$ cat src/pkg/pic_map.svh
// Purpose: register indices, field positions and timing counts
// Assumes: included by bare name
// Notes:   byte address of a register is four times its index
`ifndef PIC_MAP_SVH
`define PIC_MAP_SVH
// register indices (byte address = index * 4)
`define PIC_IDX_GEN_MASK  10'h0e0
`define PIC_IDX_BLK_MASK  10'h0e1
`define PIC_IDX_VECTOR    10'h0e2
`define PIC_IDX_FLAGS     10'h0e3
`define PIC_IDX_PENDING   10'h0e4
// reset values
`define PIC_MASK_RST      8'h00
`define PIC_FLAGS_RST     8'h00
// flags register: global enable bit position
`define PIC_FLAG_IE       0
// general mask field positions
`define PIC_GEN_VMON      0
`define PIC_GEN_ACOL0     1
`define PIC_GEN_GPIO      5
`define PIC_GEN_SLEEP     6
// pending vector bit positions (bit = priority - 1)
`define PIC_PEND_VMON     0
`define PIC_PEND_DIG0     1
`define PIC_PEND_ACOL0    9
`define PIC_PEND_GPIO     13
`define PIC_PEND_SLEEP    14
// number of sources
`define PIC_NSRC          15
// automatic call sequence
`define PIC_CALL_LAST     4'd12
`define PIC_STEP_PCH      4'd0
`define PIC_STEP_PCL      4'd1
`define PIC_STEP_FLG      4'd2
// vector table geometry
`define PIC_VEC_SHIFT     2
`define PIC_PROG_START    16'h0040
`define PIC_VEC_NONE      16'h0000
`endif

$ cat src/pkg/pic_pkg.sv
// Purpose: shared types of the interrupt controller
// Assumes: nothing
// Notes:   constants live in pic_map.svh
package pic_pkg;
    // acknowledge sequencer states
    typedef enum logic {
        PIC_IDLE,
        PIC_CALL
    } pic_state_type;
endpackage

$ cat src/core/pic_ctrl.sv
// Purpose: fixed-priority interrupt controller with APB registers
// Assumes: events synchronous to clk; CPU offers instruction boundaries
// Notes:   runs the 13-cycle automatic call on acknowledge
// Behaviour
// - fifteen interrupt sources accepted
// - per-source mask bit, one enables
// - global enable flag gates all requests
// - reset clears masks and global enable
// - vector read gives highest-priority unmasked pending vector
// - vector write clears all pending flags
// - masks at E0h/E1h; masked-away gives 0000h
// - one pending flip-flop per source
// - pending holds until serviced, reset, cleared
// - request needs mask and global enable
// - gpio and analog need extra qualification
// - 13-cycle call pushes PC high, low, flags
// - flags cleared on the edge that pushes them
// - return restores flags from retiFlags
// - lowest priority number served first
// - vector is four times priority number
// - blocks 2-9, columns 10-13, gpio, sleep
// - entry loads PC with vector address
// - program memory begins at 0x0040
// - general mask bit layout
// - block mask bit layout
//
// Implementation choice: the APB interface to the registers.
`include "pic_map.svh"
`timescale 1ns/1ps
`default_nettype none
module pic_ctrl
    import pic_pkg::*;
#(
    parameter int AW = 12
) (
    // clock and reset
    input  wire logic          clk,
    input  wire logic          rst_b,
    // apb slave
    input  wire logic          psel,
    input  wire logic          penable,
    input  wire logic          pwrite,
    input  wire logic [AW-1:0] paddr,
    input  wire logic [31:0]   pwdata,
    output var  logic [31:0]   prdata,
    output var  logic          pready,
    output var  logic          pslverr,
    // interrupt sources (levels, rising edge raises)
    input  wire logic          supplyEvt,
    input  wire logic [7:0]    digEvt,
    input  wire logic [3:0]    anaEvt,
    input  wire logic          gpioEvt,
    input  wire logic          sleepEvt,
    // source qualifiers
    input  wire logic          gpioPinArmed,
    input  wire logic [3:0]    anaSrcSel,
    // cpu side
    input  wire logic          instrBoundary,
    input  wire logic [15:0]   pcValue,
    input  wire logic          retiStrobe,
    input  wire logic [7:0]    retiFlags,
    output var  logic          irqReq,
    output var  logic          callBusy,
    output var  logic          pushValid,
    output var  logic [7:0]    pushData,
    output var  logic          pcLoadValid,
    output var  logic [15:0]   pcLoadAddr,
    output var  logic          globalIrqEnable
);

    // highest priority set bit; 0 means none
    function automatic logic [3:0] pic_top_prio(input logic [14:0] v);
        logic [3:0] p;
        p = 4'h0;
        for (int i = `PIC_NSRC - 1; i >= 0; i--) begin
            if (v[i]) begin
                p = 4'(i + 1);
            end
        end
        return p;
    endfunction

    // vector address from priority number
    function automatic logic [15:0] pic_vec(input logic [3:0] p);
        logic [15:0] a;
        a = {12'h000, p} << `PIC_VEC_SHIFT;
        // table ends below program memory by construction
        if (a >= `PIC_PROG_START) begin
            a = `PIC_VEC_NONE;
        end
        return a;
    endfunction

    // mask registers laid out as a 15-bit enable per priority
    function automatic logic [14:0] pic_enables(input logic [7:0] g,
                                                input logic [7:0] b);
        logic [14:0] e;
        e = 15'h0000;
        e[`PIC_PEND_VMON] = g[`PIC_GEN_VMON];
        e[`PIC_PEND_DIG0 +: 8] = b;
        e[`PIC_PEND_ACOL0 +: 4] = g[`PIC_GEN_ACOL0 +: 4];
        e[`PIC_PEND_GPIO] = g[`PIC_GEN_GPIO];
        e[`PIC_PEND_SLEEP] = g[`PIC_GEN_SLEEP];
        return e;
    endfunction

    // register state
    logic [7:0]    genMask_reg, genMask_next;     // general mask
    logic [7:0]    blkMask_reg, blkMask_next;     // block mask
    logic [7:0]    flags_reg, flags_next;         // cpu flags
    logic [14:0]   pend_reg, pend_next;           // pending flags
    logic [14:0]   srcLast_reg, srcLast_next;     // source history
    // bus outputs
    logic [31:0]   prdata_reg, prdata_next;
    logic          pready_reg, pready_next;
    logic          pslverr_reg, pslverr_next;
    // sequencer
    pic_state_type state_reg, state_next;
    logic [3:0]    step_reg, step_next;           // call cycle
    logic [15:0]   savedPc_reg, savedPc_next;     // pc to push
    logic [15:0]   vecAddr_reg, vecAddr_next;     // vector latched
    logic          irqReq_reg, irqReq_next;
    logic          pushValid_reg, pushValid_next;
    logic [7:0]    pushData_reg, pushData_next;
    logic          pcLoad_reg, pcLoad_next;
    logic [15:0]   pcAddr_reg, pcAddr_next;

    // combinational helpers
    logic [14:0]   srcNow;      // qualified source levels
    logic [14:0]   srcRise;     // new events this cycle
    logic [14:0]   enables;     // mask bits per priority
    logic [14:0]   live;        // pending and unmasked
    logic [3:0]    topPrio;     // best live priority
    logic          wrDone;      // apb write completes
    logic          rdFirst;     // first access cycle of any transfer
    logic [9:0]    regIdx;      // word index
    logic          hit;         // mapped address

    // source assembly and gating
    always_comb begin
        srcNow = 15'h0000;
        srcNow[`PIC_PEND_VMON] = supplyEvt;
        srcNow[`PIC_PEND_DIG0 +: 8] = digEvt;
        // analog column counts only with its source selected
        srcNow[`PIC_PEND_ACOL0 +: 4] = anaEvt & anaSrcSel;
        // gpio needs gpioPinArmed set
        srcNow[`PIC_PEND_GPIO] = gpioEvt & gpioPinArmed;
        srcNow[`PIC_PEND_SLEEP] = sleepEvt;
        srcRise = srcNow & ~srcLast_reg;
        enables = pic_enables(genMask_reg, blkMask_reg);
        live = pend_reg & enables;
        topPrio = pic_top_prio(live);
        regIdx = paddr[11:2];
        hit = (regIdx == `PIC_IDX_GEN_MASK) || (regIdx == `PIC_IDX_BLK_MASK)
           || (regIdx == `PIC_IDX_VECTOR) || (regIdx == `PIC_IDX_FLAGS)
           || (regIdx == `PIC_IDX_PENDING);
        wrDone = psel && penable && pready_reg && pwrite;
        rdFirst = psel && penable && !pready_reg;
    end

    // apb answer: one wait state, data registered for the last cycle
    always_comb begin
        pready_next = psel && penable && !pready_reg;
        pslverr_next = 1'b0;
        prdata_next = prdata_reg;
        if (rdFirst) begin
            pslverr_next = !hit; // unmapped reports an error
            prdata_next = 32'h0000_0000;
            if (!pwrite) begin
                unique case (regIdx)
                    `PIC_IDX_GEN_MASK: prdata_next[7:0] = genMask_reg;
                    `PIC_IDX_BLK_MASK: prdata_next[7:0] = blkMask_reg;
                    // best unmasked pending vector
                    `PIC_IDX_VECTOR: prdata_next[7:0] = pic_vec(topPrio)[7:0];
                    `PIC_IDX_FLAGS: prdata_next[7:0] = flags_reg;
                    `PIC_IDX_PENDING: prdata_next[14:0] = pend_reg;
                    default: prdata_next = 32'h0000_0000;
                endcase
            end
        end
    end

    // mask registers; a write takes effect on the completing edge
    always_comb begin
        genMask_next = genMask_reg;
        blkMask_next = blkMask_reg;
        if (wrDone && regIdx == `PIC_IDX_GEN_MASK) begin
            genMask_next = pwdata[7:0];
        end
        if (wrDone && regIdx == `PIC_IDX_BLK_MASK) begin
            blkMask_next = pwdata[7:0];
        end
    end

    // flags register: call clear beats return, return beats software
    always_comb begin
        flags_next = flags_reg;
        if (wrDone && regIdx == `PIC_IDX_FLAGS) begin
            flags_next = pwdata[7:0];
        end
        if (retiStrobe) begin
            flags_next = retiFlags;
        end
        if (state_reg == PIC_CALL && step_reg == `PIC_STEP_FLG) begin
            // pushed copy holds the old value; live one drops to zero
            flags_next = `PIC_FLAGS_RST;
        end
    end

    // pending flags: clears first, new events win over any clear
    always_comb begin
        pend_next = pend_reg;
        srcLast_next = srcNow;
        if (wrDone && regIdx == `PIC_IDX_VECTOR) begin
            pend_next = 15'h0000;
        end
        if (state_reg == PIC_IDLE && irqReq_reg && instrBoundary
            && topPrio != 4'h0) begin
            pend_next[topPrio - 4'd1] = 1'b0;
        end
        pend_next = pend_next | srcRise;
    end

    // acknowledge sequencer and cpu request
    always_comb begin
        state_next = state_reg;
        step_next = step_reg;
        savedPc_next = savedPc_reg;
        vecAddr_next = vecAddr_reg;
        pushValid_next = 1'b0;
        pushData_next = pushData_reg;
        pcLoad_next = 1'b0;
        pcAddr_next = pcAddr_reg;
        // request only with mask and global enable both set
        irqReq_next = (live != 15'h0000)
                   && flags_reg[`PIC_FLAG_IE] && state_reg == PIC_IDLE;
        unique case (state_reg)
            PIC_IDLE: begin
                // a request latched earlier is taken even if masked since
                if (irqReq_reg && instrBoundary) begin
                    state_next = PIC_CALL;
                    step_next = 4'h0;
                    savedPc_next = pcValue;
                    vecAddr_next = pic_vec(topPrio);
                    irqReq_next = 1'b0;
                end
            end
            PIC_CALL: begin
                irqReq_next = 1'b0;
                step_next = step_reg + 4'd1;
                unique case (step_reg)
                    `PIC_STEP_PCH: begin
                        pushValid_next = 1'b1;
                        pushData_next = savedPc_reg[15:8];
                    end
                    `PIC_STEP_PCL: begin
                        pushValid_next = 1'b1;
                        pushData_next = savedPc_reg[7:0];
                    end
                    `PIC_STEP_FLG: begin
                        pushValid_next = 1'b1;
                        pushData_next = flags_reg;
                    end
                    default: begin
                        pushValid_next = 1'b0;
                    end
                endcase
                if (step_reg == `PIC_CALL_LAST) begin
                    state_next = PIC_IDLE;
                    step_next = 4'h0;
                    pcLoad_next = 1'b1;
                    pcAddr_next = vecAddr_reg;
                end
            end
        endcase
    end

    // state registers; async reset loads constants only
    always_ff @(posedge clk or negedge rst_b) begin
        if (!rst_b) begin
            genMask_reg <= `PIC_MASK_RST;
            blkMask_reg <= `PIC_MASK_RST;
            flags_reg <= `PIC_FLAGS_RST;
            pend_reg <= 15'h0000;
            srcLast_reg <= 15'h0000;
            prdata_reg <= 32'h0000_0000;
            pready_reg <= 1'b0;
            pslverr_reg <= 1'b0;
            state_reg <= PIC_IDLE;
            step_reg <= 4'h0;
            savedPc_reg <= 16'h0000;
            vecAddr_reg <= `PIC_VEC_NONE;
            irqReq_reg <= 1'b0;
            pushValid_reg <= 1'b0;
            pushData_reg <= 8'h00;
            pcLoad_reg <= 1'b0;
            pcAddr_reg <= 16'h0000;
        end else begin
            genMask_reg <= genMask_next;
            blkMask_reg <= blkMask_next;
            flags_reg <= flags_next;
            pend_reg <= pend_next;
            srcLast_reg <= srcLast_next;
            prdata_reg <= prdata_next;
            pready_reg <= pready_next;
            pslverr_reg <= pslverr_next;
            state_reg <= state_next;
            step_reg <= step_next;
            savedPc_reg <= savedPc_next;
            vecAddr_reg <= vecAddr_next;
            irqReq_reg <= irqReq_next;
            pushValid_reg <= pushValid_next;
            pushData_reg <= pushData_next;
            pcLoad_reg <= pcLoad_next;
            pcAddr_reg <= pcAddr_next;
        end
    end

    // outputs straight from flops
    assign prdata = prdata_reg;
    assign pready = pready_reg;
    assign pslverr = pslverr_reg;
    assign irqReq = irqReq_reg;
    assign callBusy = (state_reg == PIC_CALL);
    assign pushValid = pushValid_reg;
    assign pushData = pushData_reg;
    assign pcLoadValid = pcLoad_reg;
    assign pcLoadAddr = pcAddr_reg;
    assign globalIrqEnable = flags_reg[`PIC_FLAG_IE];

endmodule
`default_nettype wire

$ cat config.mk
export PLATFORM = sky130hd
export DESIGN_NAME = pic_ctrl
export DESIGN_NICKNAME = d
export VERILOG_FILES = /design/src/pkg/pic_pkg.sv /design/src/core/pic_ctrl.sv
export VERILOG_INCLUDE_DIRS = /design/src /design/src/pkg
export SDC_FILE = /design/constraint.sdc
export NUM_CORES = 1
export LEC_CHECK = 0
export ABC_AREA = 1
export BUFFER_PORTS_ARGS = -buffer_cell sky130_fd_sc_hd__buf_2
export CAP_MARGIN = 10
export CORE_ASPECT_RATIO = 0.5
export CORE_MARGIN = 2
export CORE_UTILIZATION = 45
export CTS_CLUSTER_SIZE = 40
export DETAILED_ROUTE_END_ITERATION = 12
export GPL_ROUTABILITY_DRIVEN = 0
export MAX_ROUTING_LAYER = met4
export PLACE_DENSITY = 0.7
export SYNTH_ARGS = -nofsm -noshare
export SYNTH_HDL_FRONTEND = slang
export SYNTH_SLANG_ARGS = --single-unit
$ cat constraint.sdc
create_clock -name clk -period 2.15 [get_ports clk]
set_input_delay 0.3225 -clock clk [delete_from_list [all_inputs] [get_ports clk]]
set_output_delay 0.3225 -clock clk [all_outputs]
set_load 0.02 [all_outputs]
==> results.toml, run 1 <==
[logic_synthesis]
synth-seq-area-share_pct = 52.0
yosys_warnings = 0
synth-edff-count = 0
synth_top_cells_by_area = "dfrtp_1, nand2_1, inv_1"
async_reset_ff_share_pct = 100
syn_area_um2 = 5340
netlist.area_leader.share_pct = 52.0
synth_common_cells = "nand2_1, dfrtp_1, inv_1"
synthFlopType = "dfrtp_1"
synth_cells = 640
netlist.top_cell.by_area = "dfrtp_1"
syn_avg_cell_area_um2 = 8.34
ys_seq_elements = 111
synth_cell_type_count = 41
post-synth-top-count-cell = "nand2_1"

[critical_path]
crit_path_start = "genMask_reg[6]"
worstPathRequired_ns = 2.38
crit_path_start_kind = "flop"
critPathMaxFanout = 7
arrival_ns = 2.17
crit_slowest_cell = "dfrtp_1"
critical_path.top_delay_family = "simple AND/OR/NAND/NOR gates"
crit_type = "flop to flop"
r2r_start = "genMask_reg[6]"
crit_chain = "nand2_1 > nand2_1 > a31oi_1 > o21bai_1 > nand2_1 > nand3_1 > nand2_2 > inv_2 > nor2_1 > nand3_1 > o31ai_1 > nand2_1"
max_stage_delay_ns = 0.43
critPathCaptureType = "flop"
cp_num_buf_inv = 1
crit_top_cell = "nand2_1"

[cts]
cts_tree = "done"
post-cts-setup-buffers = 0
clk_pin_slew_ns = 0.07
cts_buffers = 9
cts_max_path_buffers = 2
clock_latency_ns = 0.35
cts_htree_levels = 3
cts_root_buf = "clkbuf_16"
cts.sinks = 111
cts_hold_buf = 1
cts_resized = 0

[floorplan]
io_pins = 158
core_um2 = 11700
rows = 28
die_area_um2 = 12800
die_x_um = 158
initial_utilization_pct = 45.6
die_h_um = 81.0

[job]
drv_cap = 0

[power]
clkPwrFrac_pct = 37.3
power_density_nw_per_um2 = 804
power.switching_mw = 1.41
comb_power_share_pct = 17.7
p_leak_nw = 3.43
switching_share_pct = 27.3
irDropWorstVdd_uv = 457
p_int_mw = 3.74
pwr-share-seq_pct = 45.0

[routing]
route.detailed.drc = 0
drt_first_iter_violations = 332
routedWlPerCell_um = 14.1
first_pass_iters = 5
vias = 4625
via_per_inst = 4.99
wirelength_mm = 13.1
drt.antenna.violating_nets = 0

[worst_hold_path]
worstHoldStart = "digEvt[1]"
min_path_type = "input port to flop"

[sta]
max_slew_margin_pct = 64.1
drv_slew = 0
max_freq_mhz = 515
hold_slack_ns = 0.0919
post-route-min-period_ns = 1.94
setup-tns-final_ns = 0
hold_violations = 0
setup_viol = 0
rsz0062_at_grt = "false"
finalCritPeriodShare_pct = 90.3
tightest_slew_ns = 0.536
finClkSkew_ns = 0.00813

[run_status]
status = "completed"

[final_layout]
largest_reg_flops = 16
diodes = 0
area_growth_pct = 19.9
post_route_cells_drive_above_1_share_pct = 21.1
fin_nets = 857

[global_routing]
grt_pass1_wl_mm = 21.2
overflow = 0
grt.total_usage_pct = 22.4
antenna_found_initial = 0
grt_pass1_vias = 4200
grt_start_max_net_pins = 42

[placed_design]
dp_hpwl_mm = 10.0
numPortBuffers = 102
## per-stage QoR
step / util (%) / setup slack (ns) / instances / cell area [µm²] / power, mW
finish: 54.7 / 0.209 / 927 / 6400 / 5.14
global route: 54.7 / 0.0153 / 927 / 6400 / 5.40
CTS: 54.7 / 0.257 / 927 / 6400 / 5.19
detailed placement: 51.6 / 0.270 / 911 / 6040 / 3.26
global placement: 51.6 / 0.318 / 911 / 6040 / 3.24
floorplan: - / 0.574 / 668 / 5440 / 2.94
## path summary, 6_finish.rpt
check	end	slack, ns	cells after the start
setup / recovery	pend_reg[7]	0.21	12
hold / removal	srcLast_reg[2]	0.09	1
setup reg to reg	pend_reg[7]	0.21	12
hold reg to reg	pend_reg[2]	0.42	1
max in group asynchronous	prdata[5]	1.14	3
min in group asynchronous	pushValid	0.45	2
## final cells by class
type	count	area, µm²
inverters	86	323
flip-flops and latches	111	2780
fillers	1103	5300
well taps	165	206
clock inverters	3	90.1
multi-input cells	433	2090
clock buffers	12	256
repair buffers	117	653
## cell usage in the layout, fill, tap and decap left out, types with 2 or more instances in the layout
cell type / n
nor3_2: 2
o21ai_1: 9
a21oi_2: 2
o31ai_1: 4
nand2_4: 4
buf_12: 2
o21bai_1: 5
or2_2: 2
nand2_2: 7
buf_2: 101
a21oi_1: 27
dfrtp_1: 111
o221ai_1: 2
nand2_1: 165
clkbuf_16: 9
nor3_1: 5
inv_2: 6
ha_1: 4
conb_1: 29
buf_4: 13
nand3_1: 21
inv_1: 79
nand4_1: 12
nor2_1: 43
o21ai_0: 49
bufinv_16: 3
o211ai_1: 3
nor2_2: 4
o22ai_1: 21
clkbuf_8: 2
## routing by layer
layer	up-vias	share of wire, %	GRT usage [%]
met4	0	1.4	5.14
met2	168	43	33.9
met1	2186	49	31.5
met5	-	0	-
met3	21	6.1	4.32
li1	2250	-	-
## logic make-up after synthesis
kind of cell,share of synthesized area (%)
simple gates,22.0
compound gates,13.8
buf+inv,10.8
flops,52.0
fa+ha+maj,0.937
xor+xnor,0.328
other cells,0.0702
## power groups by stage
stage / logic [mW] / registers (mW) / clock network, mW
after floorplan: 0.505 / 2.44 / 0
after global placement: 0.891 / 2.35 / 0
after detailed placement: 0.908 / 2.35 / 0
after CTS: 0.916 / 2.32 / 1.95
after global routing: 1.02 / 2.33 / 2.05
final: 0.911 / 2.31 / 1.92
Power figures use the tool's default switching activity.
==> run 2, diff against run 1 <==
--- a/config.mk
+++ b/config.mk
@@ -11,12 +11,13 @@
 export CAP_MARGIN = 10
 export CORE_ASPECT_RATIO = 0.5
 export CORE_MARGIN = 2
-export CORE_UTILIZATION = 45
+export CORE_UTILIZATION = 55
 export CTS_CLUSTER_SIZE = 40
 export DETAILED_ROUTE_END_ITERATION = 12
 export GPL_ROUTABILITY_DRIVEN = 0
+export HOLD_SLACK_MARGIN = 0.02
 export MAX_ROUTING_LAYER = met4
-export PLACE_DENSITY = 0.7
+export PLACE_DENSITY = 0.83
 export SYNTH_ARGS = -nofsm -noshare
 export SYNTH_HDL_FRONTEND = slang
 export SYNTH_SLANG_ARGS = --single-unit
==> constraint.sdc (replaced) <==
create_clock -name clk -period 2.4 [get_ports clk]
set_input_delay 0.36 -clock clk [delete_from_list [all_inputs] [get_ports clk]]
set_output_delay 0.36 -clock clk [all_outputs]
set_load 0.02 [all_outputs]
==> run 2 against run 1 <==
Compared with the run above: worst hold slack improved by 0.037 ns; fmax shrank 6.0%; flip-flop and latch count is the same; global-route usage rose by 4.6 points; register-to-register slack better by 0.13 ns; sequential share of layout area is 0.95 points higher; clock power is 20% lower; core utilization rose by 12 points; critical path type unchanged; critical endpoint unchanged.
==> results.toml, run 2 (synthesized netlist as in run 1, its figures left out) <==
[final_layout]
layout_commonest_cell = "nand2_1"
final_cells = 892
area_growth_pct = 17.3
fin_util_pct = 66.3
fin_nets = 851
fillers = 764
diodes = 0
largest_reg_flops = 16
final_cell_mix = "nand2_1, dfrtp_1, buf_2, inv_1, o21ai_0"
post_route_cells_drive_above_1_share_pct = 20.6

[cts]
clock_latency_ns = 0.35
cts_hold_buf = 1
cts.sinks = 111
post-cts-setup-buffers = 0
cts_max_path_buffers = 2
cts_htree_levels = 3
cts_root_buf = "clkbuf_16"
cts_tree = "done"
clk_pin_slew_ns = 0.08
cts_resized = 0
cts_buffers = 9

[critical_path]
critPathMaxFanout = 8
ff2ff_path_depth = 10
critical_path.top_delay_family = "simple AND/OR/NAND/NOR gates"
crit_type = "flop to flop"
arrival_ns = 2.29
max_stage_delay_ns = 0.44
crit_path_start_kind = "flop"
crit_cells = 10
cp_num_buf_inv = 3
worstPathRequired_ns = 2.62
critPathCaptureType = "flop"
crit_slowest_cell = "dfrtp_1"
crit_chain = "nand2_4 > nand2_1 > inv_1 > nand3_1 > nor4_1 > buf_4 > nor2_1 > inv_1 > o31ai_1 > nand2_1"

[floorplan]
die_h_um = 73.7
core_um2 = 9450
die_area_um2 = 10600
rows = 25
die_x_um = 143
initial_utilization_pct = 56.5
io_pins = 158

[power]
irDropWorstVdd_uv = 421
clkPwrFrac_pct = 34.8
power_density_nw_per_um2 = 704
switching_share_pct = 29.9
pwr-share-seq_pct = 47.1
p_int_mw = 3.09
comb_power_share_pct = 18.1
p_leak_nw = 3.37
power.switching_mw = 1.32
finalPower_mw = 4.41

[global_routing]
grt_pass1_vias = 4413
grt_start_max_net_pins = 42
overflow = 0
grt_pass1_wl_mm = 21.0
antenna_found_initial = 0
grt.total_usage_pct = 27.0

[sta]
post-route-min-period_ns = 2.07
finalCritPeriodShare_pct = 86.1
setup-tns-final_ns = 0
hold_violations = 0
max_freq_mhz = 484
finClkSkew_ns = 0.0122
setup_viol = 0
tightest_slew_ns = 0.546
rsz0062_at_grt = "false"
max_slew_margin_pct = 63.5
drv_slew = 0
hold_slack_ns = 0.129

[routing]
drt_first_iter_violations = 406
route.detailed.drc = 0
wirelength_mm = 13.3
routedWlPerCell_um = 14.9
vias = 4742
first_pass_iters = 7
drt.antenna.violating_nets = 0
via_per_inst = 5.32

[placed_design]
place_inst = 875
dp_hpwl_mm = 9.97
numPortBuffers = 102

[worst_hold_path]
min_path_type = "input port to flop"
hold_depth = 1

[run_status]
status = "completed"

[job]
drv_cap = 0
run 2: cell count changes in the layout (fill, tap and decap cells not counted):
cell,delta
buf_4,-5
clkinv_4,+1
inv_8,+1
bufinv_16,-2
clkbuf_8,-2
inv_6,+2
clkinvlp_4,+1
buf_12,-1
run 2: area by class of cell:
class	count	area [µm²]	area share [%]
Tap cell	135	169	2.70
Multi-Input combinational cell	433	2090	33.4
Inverter	86	323	5.15
Clock inverter	6	75.1	1.20
Timing Repair Buffer	111	596	9.51
Sequential cell	111	2780	44.4
Clock buffer	10	229	3.66
run 2: routing by layer:
metal  GRT usage (%)  routed length [µm]
met5               -                   0
met4            5.77                 199
met3            6.19                1160
met2            44.1                6180
met1            35.2                5760
run 2: worst reg2reg max path, stage by stage (launching register included):
cell and delay [ns]:
dfrtp_1 0.44, nand2_4 0.12, nand2_1 0.10, inv_1 0.05
nand3_1 0.11, nor4_1 0.07, buf_4 0.15, nor2_1 0.26
inv_1 0.22, o31ai_1 0.32, nand2_1 0.10
run 2: stage by stage:
| stage | setup slack, ns | instance area (µm²) |
|---|---|---|
| floorplan | 0.824 | 5440 |
| global placement | 0.503 | 5950 |
| detailed placement | 0.423 | 5950 |
| CTS | 0.407 | 6260 |
| global route | 0.256 | 6260 |
| finish | 0.335 | 6260 |
run 2: final timing paths:
check,start,to,slack (ns)
max,genMask_reg[0],pend_reg[7],0.33
min,digEvt[5],srcLast_reg[6],0.13
max reg2reg,genMask_reg[0],pend_reg[7],0.33
min reg2reg,srcLast_reg[2],pend_reg[2],0.41
max in group asynchronous,rst_b,prdata[1],1.19
min in group asynchronous,rst_b,pushData[3],0.53
run 2: power groups by stage:
stage                     Sequential, mW  Clock [mW]  Combinational, mW
after floorplan                     2.18           0              0.453
after global placement              2.11           0              0.765
after detailed placement            2.11           0              0.794
after CTS                           2.07        1.54              0.803
after global routing                2.09        1.63              0.892
final                               2.07        1.53              0.799
==> run 3, diff against run 2 <==
--- a/config.mk
+++ b/config.mk
@@ -9,15 +9,16 @@
 export ABC_AREA = 1
 export BUFFER_PORTS_ARGS = -buffer_cell sky130_fd_sc_hd__buf_2
 export CAP_MARGIN = 10
+export CELL_PAD_IN_SITES_DETAIL_PLACEMENT = 1
+export CELL_PAD_IN_SITES_GLOBAL_PLACEMENT = 2
 export CORE_ASPECT_RATIO = 0.5
 export CORE_MARGIN = 2
-export CORE_UTILIZATION = 55
+export CORE_UTILIZATION = 32
 export CTS_CLUSTER_SIZE = 40
 export DETAILED_ROUTE_END_ITERATION = 12
-export GPL_ROUTABILITY_DRIVEN = 0
 export HOLD_SLACK_MARGIN = 0.02
 export MAX_ROUTING_LAYER = met4
-export PLACE_DENSITY = 0.83
+export PLACE_DENSITY = 0.84
 export SYNTH_ARGS = -nofsm -noshare
 export SYNTH_HDL_FRONTEND = slang
 export SYNTH_SLANG_ARGS = --single-unit
==> run 3 against run 2 <==
Compared with the run above: cell count increased by 11%; total power up 2.2%; register-to-register slack about the same; flip-flop and latch count unchanged; global-route usage fell by 8.3 points; count of clock-buffer cells in the layout is 1 lower; cell area is 2.4% higher; sequential power about the same; via count is 3.5% lower; critical path type unchanged; critical endpoint is now pend_reg[3]; largest cell class unchanged; largest power group unchanged.
==> results.toml, run 3 (synthesized netlist as in run 1, its figures left out) <==
[power]
switching_share_pct = 31.2
comb_power_share_pct = 18.4
pwr-share-seq_pct = 46.2
clkPwrFrac_pct = 35.4
finalPower_mw = 4.50
irDropWorstVdd_uv = 343
p_int_mw = 3.10
p_leak_nw = 3.39
power.switching_mw = 1.40
power_density_nw_per_um2 = 703

[worst_hold_path]
worstHoldStart = "digEvt[7]"
min_to = "srcLast_reg[8]"
hold_depth = 1
min_path_type = "input port to flop"

[floorplan]
core_um2 = 16400
io_pins = 158
die_x_um = 187
initial_utilization_pct = 32.7
die_area_um2 = 17800
die_h_um = 95.3
rows = 33

[final_layout]
postLayoutCellArea_um2 = 6410
post_route_cells_drive_above_1_share_pct = 21.1
largest_reg_flops = 16
final_cell_mix = "nand2_1, dfrtp_1, buf_2, inv_1, o21ai_0"
diodes = 0
area_growth_pct = 20.1
layout_commonest_cell = "nand2_1"
fin_nets = 854
final_cells = 987

[cts]
clk_pin_slew_ns = 0.08
post-cts-setup-buffers = 0
cts_max_path_buffers = 2
cts_root_buf = "clkbuf_16"
cts_buffers = 9
clock_latency_ns = 0.35
cts_htree_levels = 3
cts_tree = "done"
cts_resized = 0
cts.sinks = 111

[sta]
rsz0062_at_grt = "false"
finalCritPeriodShare_pct = 86.2
hold_slack_ns = 0.125
tightest_slew_ns = 0.609
max_slew_margin_pct = 59.3
setup-tns-final_ns = 0
post-route-min-period_ns = 2.07
max_freq_mhz = 484
drv_slew = 0
setup_viol = 0
hold_violations = 0
finClkSkew_ns = 0.0106

[critical_path]
arrival_ns = 2.33
worstPathRequired_ns = 2.66
r2r_slack_ns = 0.33
crit_type = "flop to flop"
crit_path_start_kind = "flop"
critPathCaptureType = "flop"
crit_chain = "nand2_1 > nand2_1 > nor2_1 > nand3_1 > nor4_1 > buf_4 > nor2_1 > buf_4 > nand3_1 > nor2_1 > o21ai_0"
r2r-end = "pend_reg[3]"
r2r_start = "blkMask_reg[4]"
max_stage_delay_ns = 0.44
critPathMaxFanout = 3
crit_top_cell = "nor2_1"
crit_slowest_cell = "dfrtp_1"
crit_path_start = "blkMask_reg[4]"
ff2ff_path_depth = 11

[routing]
first_pass_iters = 4
via_per_inst = 4.63
route.detailed.drc = 0
drt.antenna.violating_nets = 0
vias = 4574
drt_first_iter_violations = 264
wirelength_mm = 15.4
routedWlPerCell_um = 15.6

[run_status]
status = "completed"

[global_routing]
grt_pass1_vias = 4618
overflow = 0
grt_start_max_net_pins = 47
antenna_found_initial = 0
grt.total_usage_pct = 18.6
grt_pass1_wl_mm = 25.0

[placed_design]
numPortBuffers = 102
dpl-instance-area_um2 = 6090
place_inst = 970
dp_hpwl_mm = 12.1
place_congestion = 0.831

[job]
drv_cap = 0
[run 3: cell types whose count changed in the layout (fill, tap and decap cells not counted)]
| cell | previous run | this run |
|---|---|---|
| inv_6 | 2 | 1 |
| inv_8 | 1 | 3 |
| buf_4 | 8 | 11 |
| clkbuf_1 | 1 | 0 |
[run 3: power by group through the flow]
stage	Sequential, mW	Clock (mW)	Combinational [mW]
after floorplan	2.18	0	0.453
after global placement	2.12	0	0.804
after detailed placement	2.11	0	0.824
after CTS	2.08	1.64	0.831
after global routing	2.10	1.73	0.923
final	2.08	1.60	0.827
[run 3: cell type report]
cell class / count / area, µm²
clock buffer: 9 / 225
inverter: 86 / 323
clock inverter: 7 / 88.8
multi-input combinational: 433 / 2090
fill: 2021 / 9940
timing repair buffer: 114 / 618
tap: 227 / 284
sequential: 111 / 2780
[run 3: what timing repair did]
| item | CTS | global route |
|---|---|---|
| setup endpoints to repair | 0 | 0 |
| endpoints found under the hold margin | 31 | 0 |
| hold buffers | 1 | 0 |
[run 3: how the worst max path moves through the flow]
stage | endpoint | slack [ns] | cells after the start
detailed placement | pend_reg[3] | 0.36 | 11
global placement | pend_reg[0] | 0.35 | 10
floorplan | pend_reg[11] | 0.82 | 18
CTS | pend_reg[3] | 0.32 | 11
finish | pend_reg[3] | 0.33 | 11
global route | pend_reg[3] | 0.11 | 11
[run 3: metal layers]
layer  vias up  wire length (µm)  global-route usage (%)
li1       2236                 -                       -
met1      2207              7830                    26.5
met2       119              6650                    27.9
met3        12               847                    3.75
met4         0               110                    3.44
met5         -                 0                       -
[run 3: through the flow]
stage / utilization, % / setup WS, ns
3_5_place_dp: 37.2 / 0.364
4_1_cts: 39.2 / 0.325
3_3_place_gp: 37.2 / 0.355
6_report: 39.2 / 0.332
5_1_grt: 39.2 / 0.110
2_1_floorplan: - / 0.824
[run 3: worst max-delay path, delay by kind of cell (launching register included)]
kind                   cells  cell delay, ns
and+or+nand+nor            8            1.00
DFF                        1            0.44
AOI/OAI and AO/OA          1            0.17
buffers and inverters      2            0.36
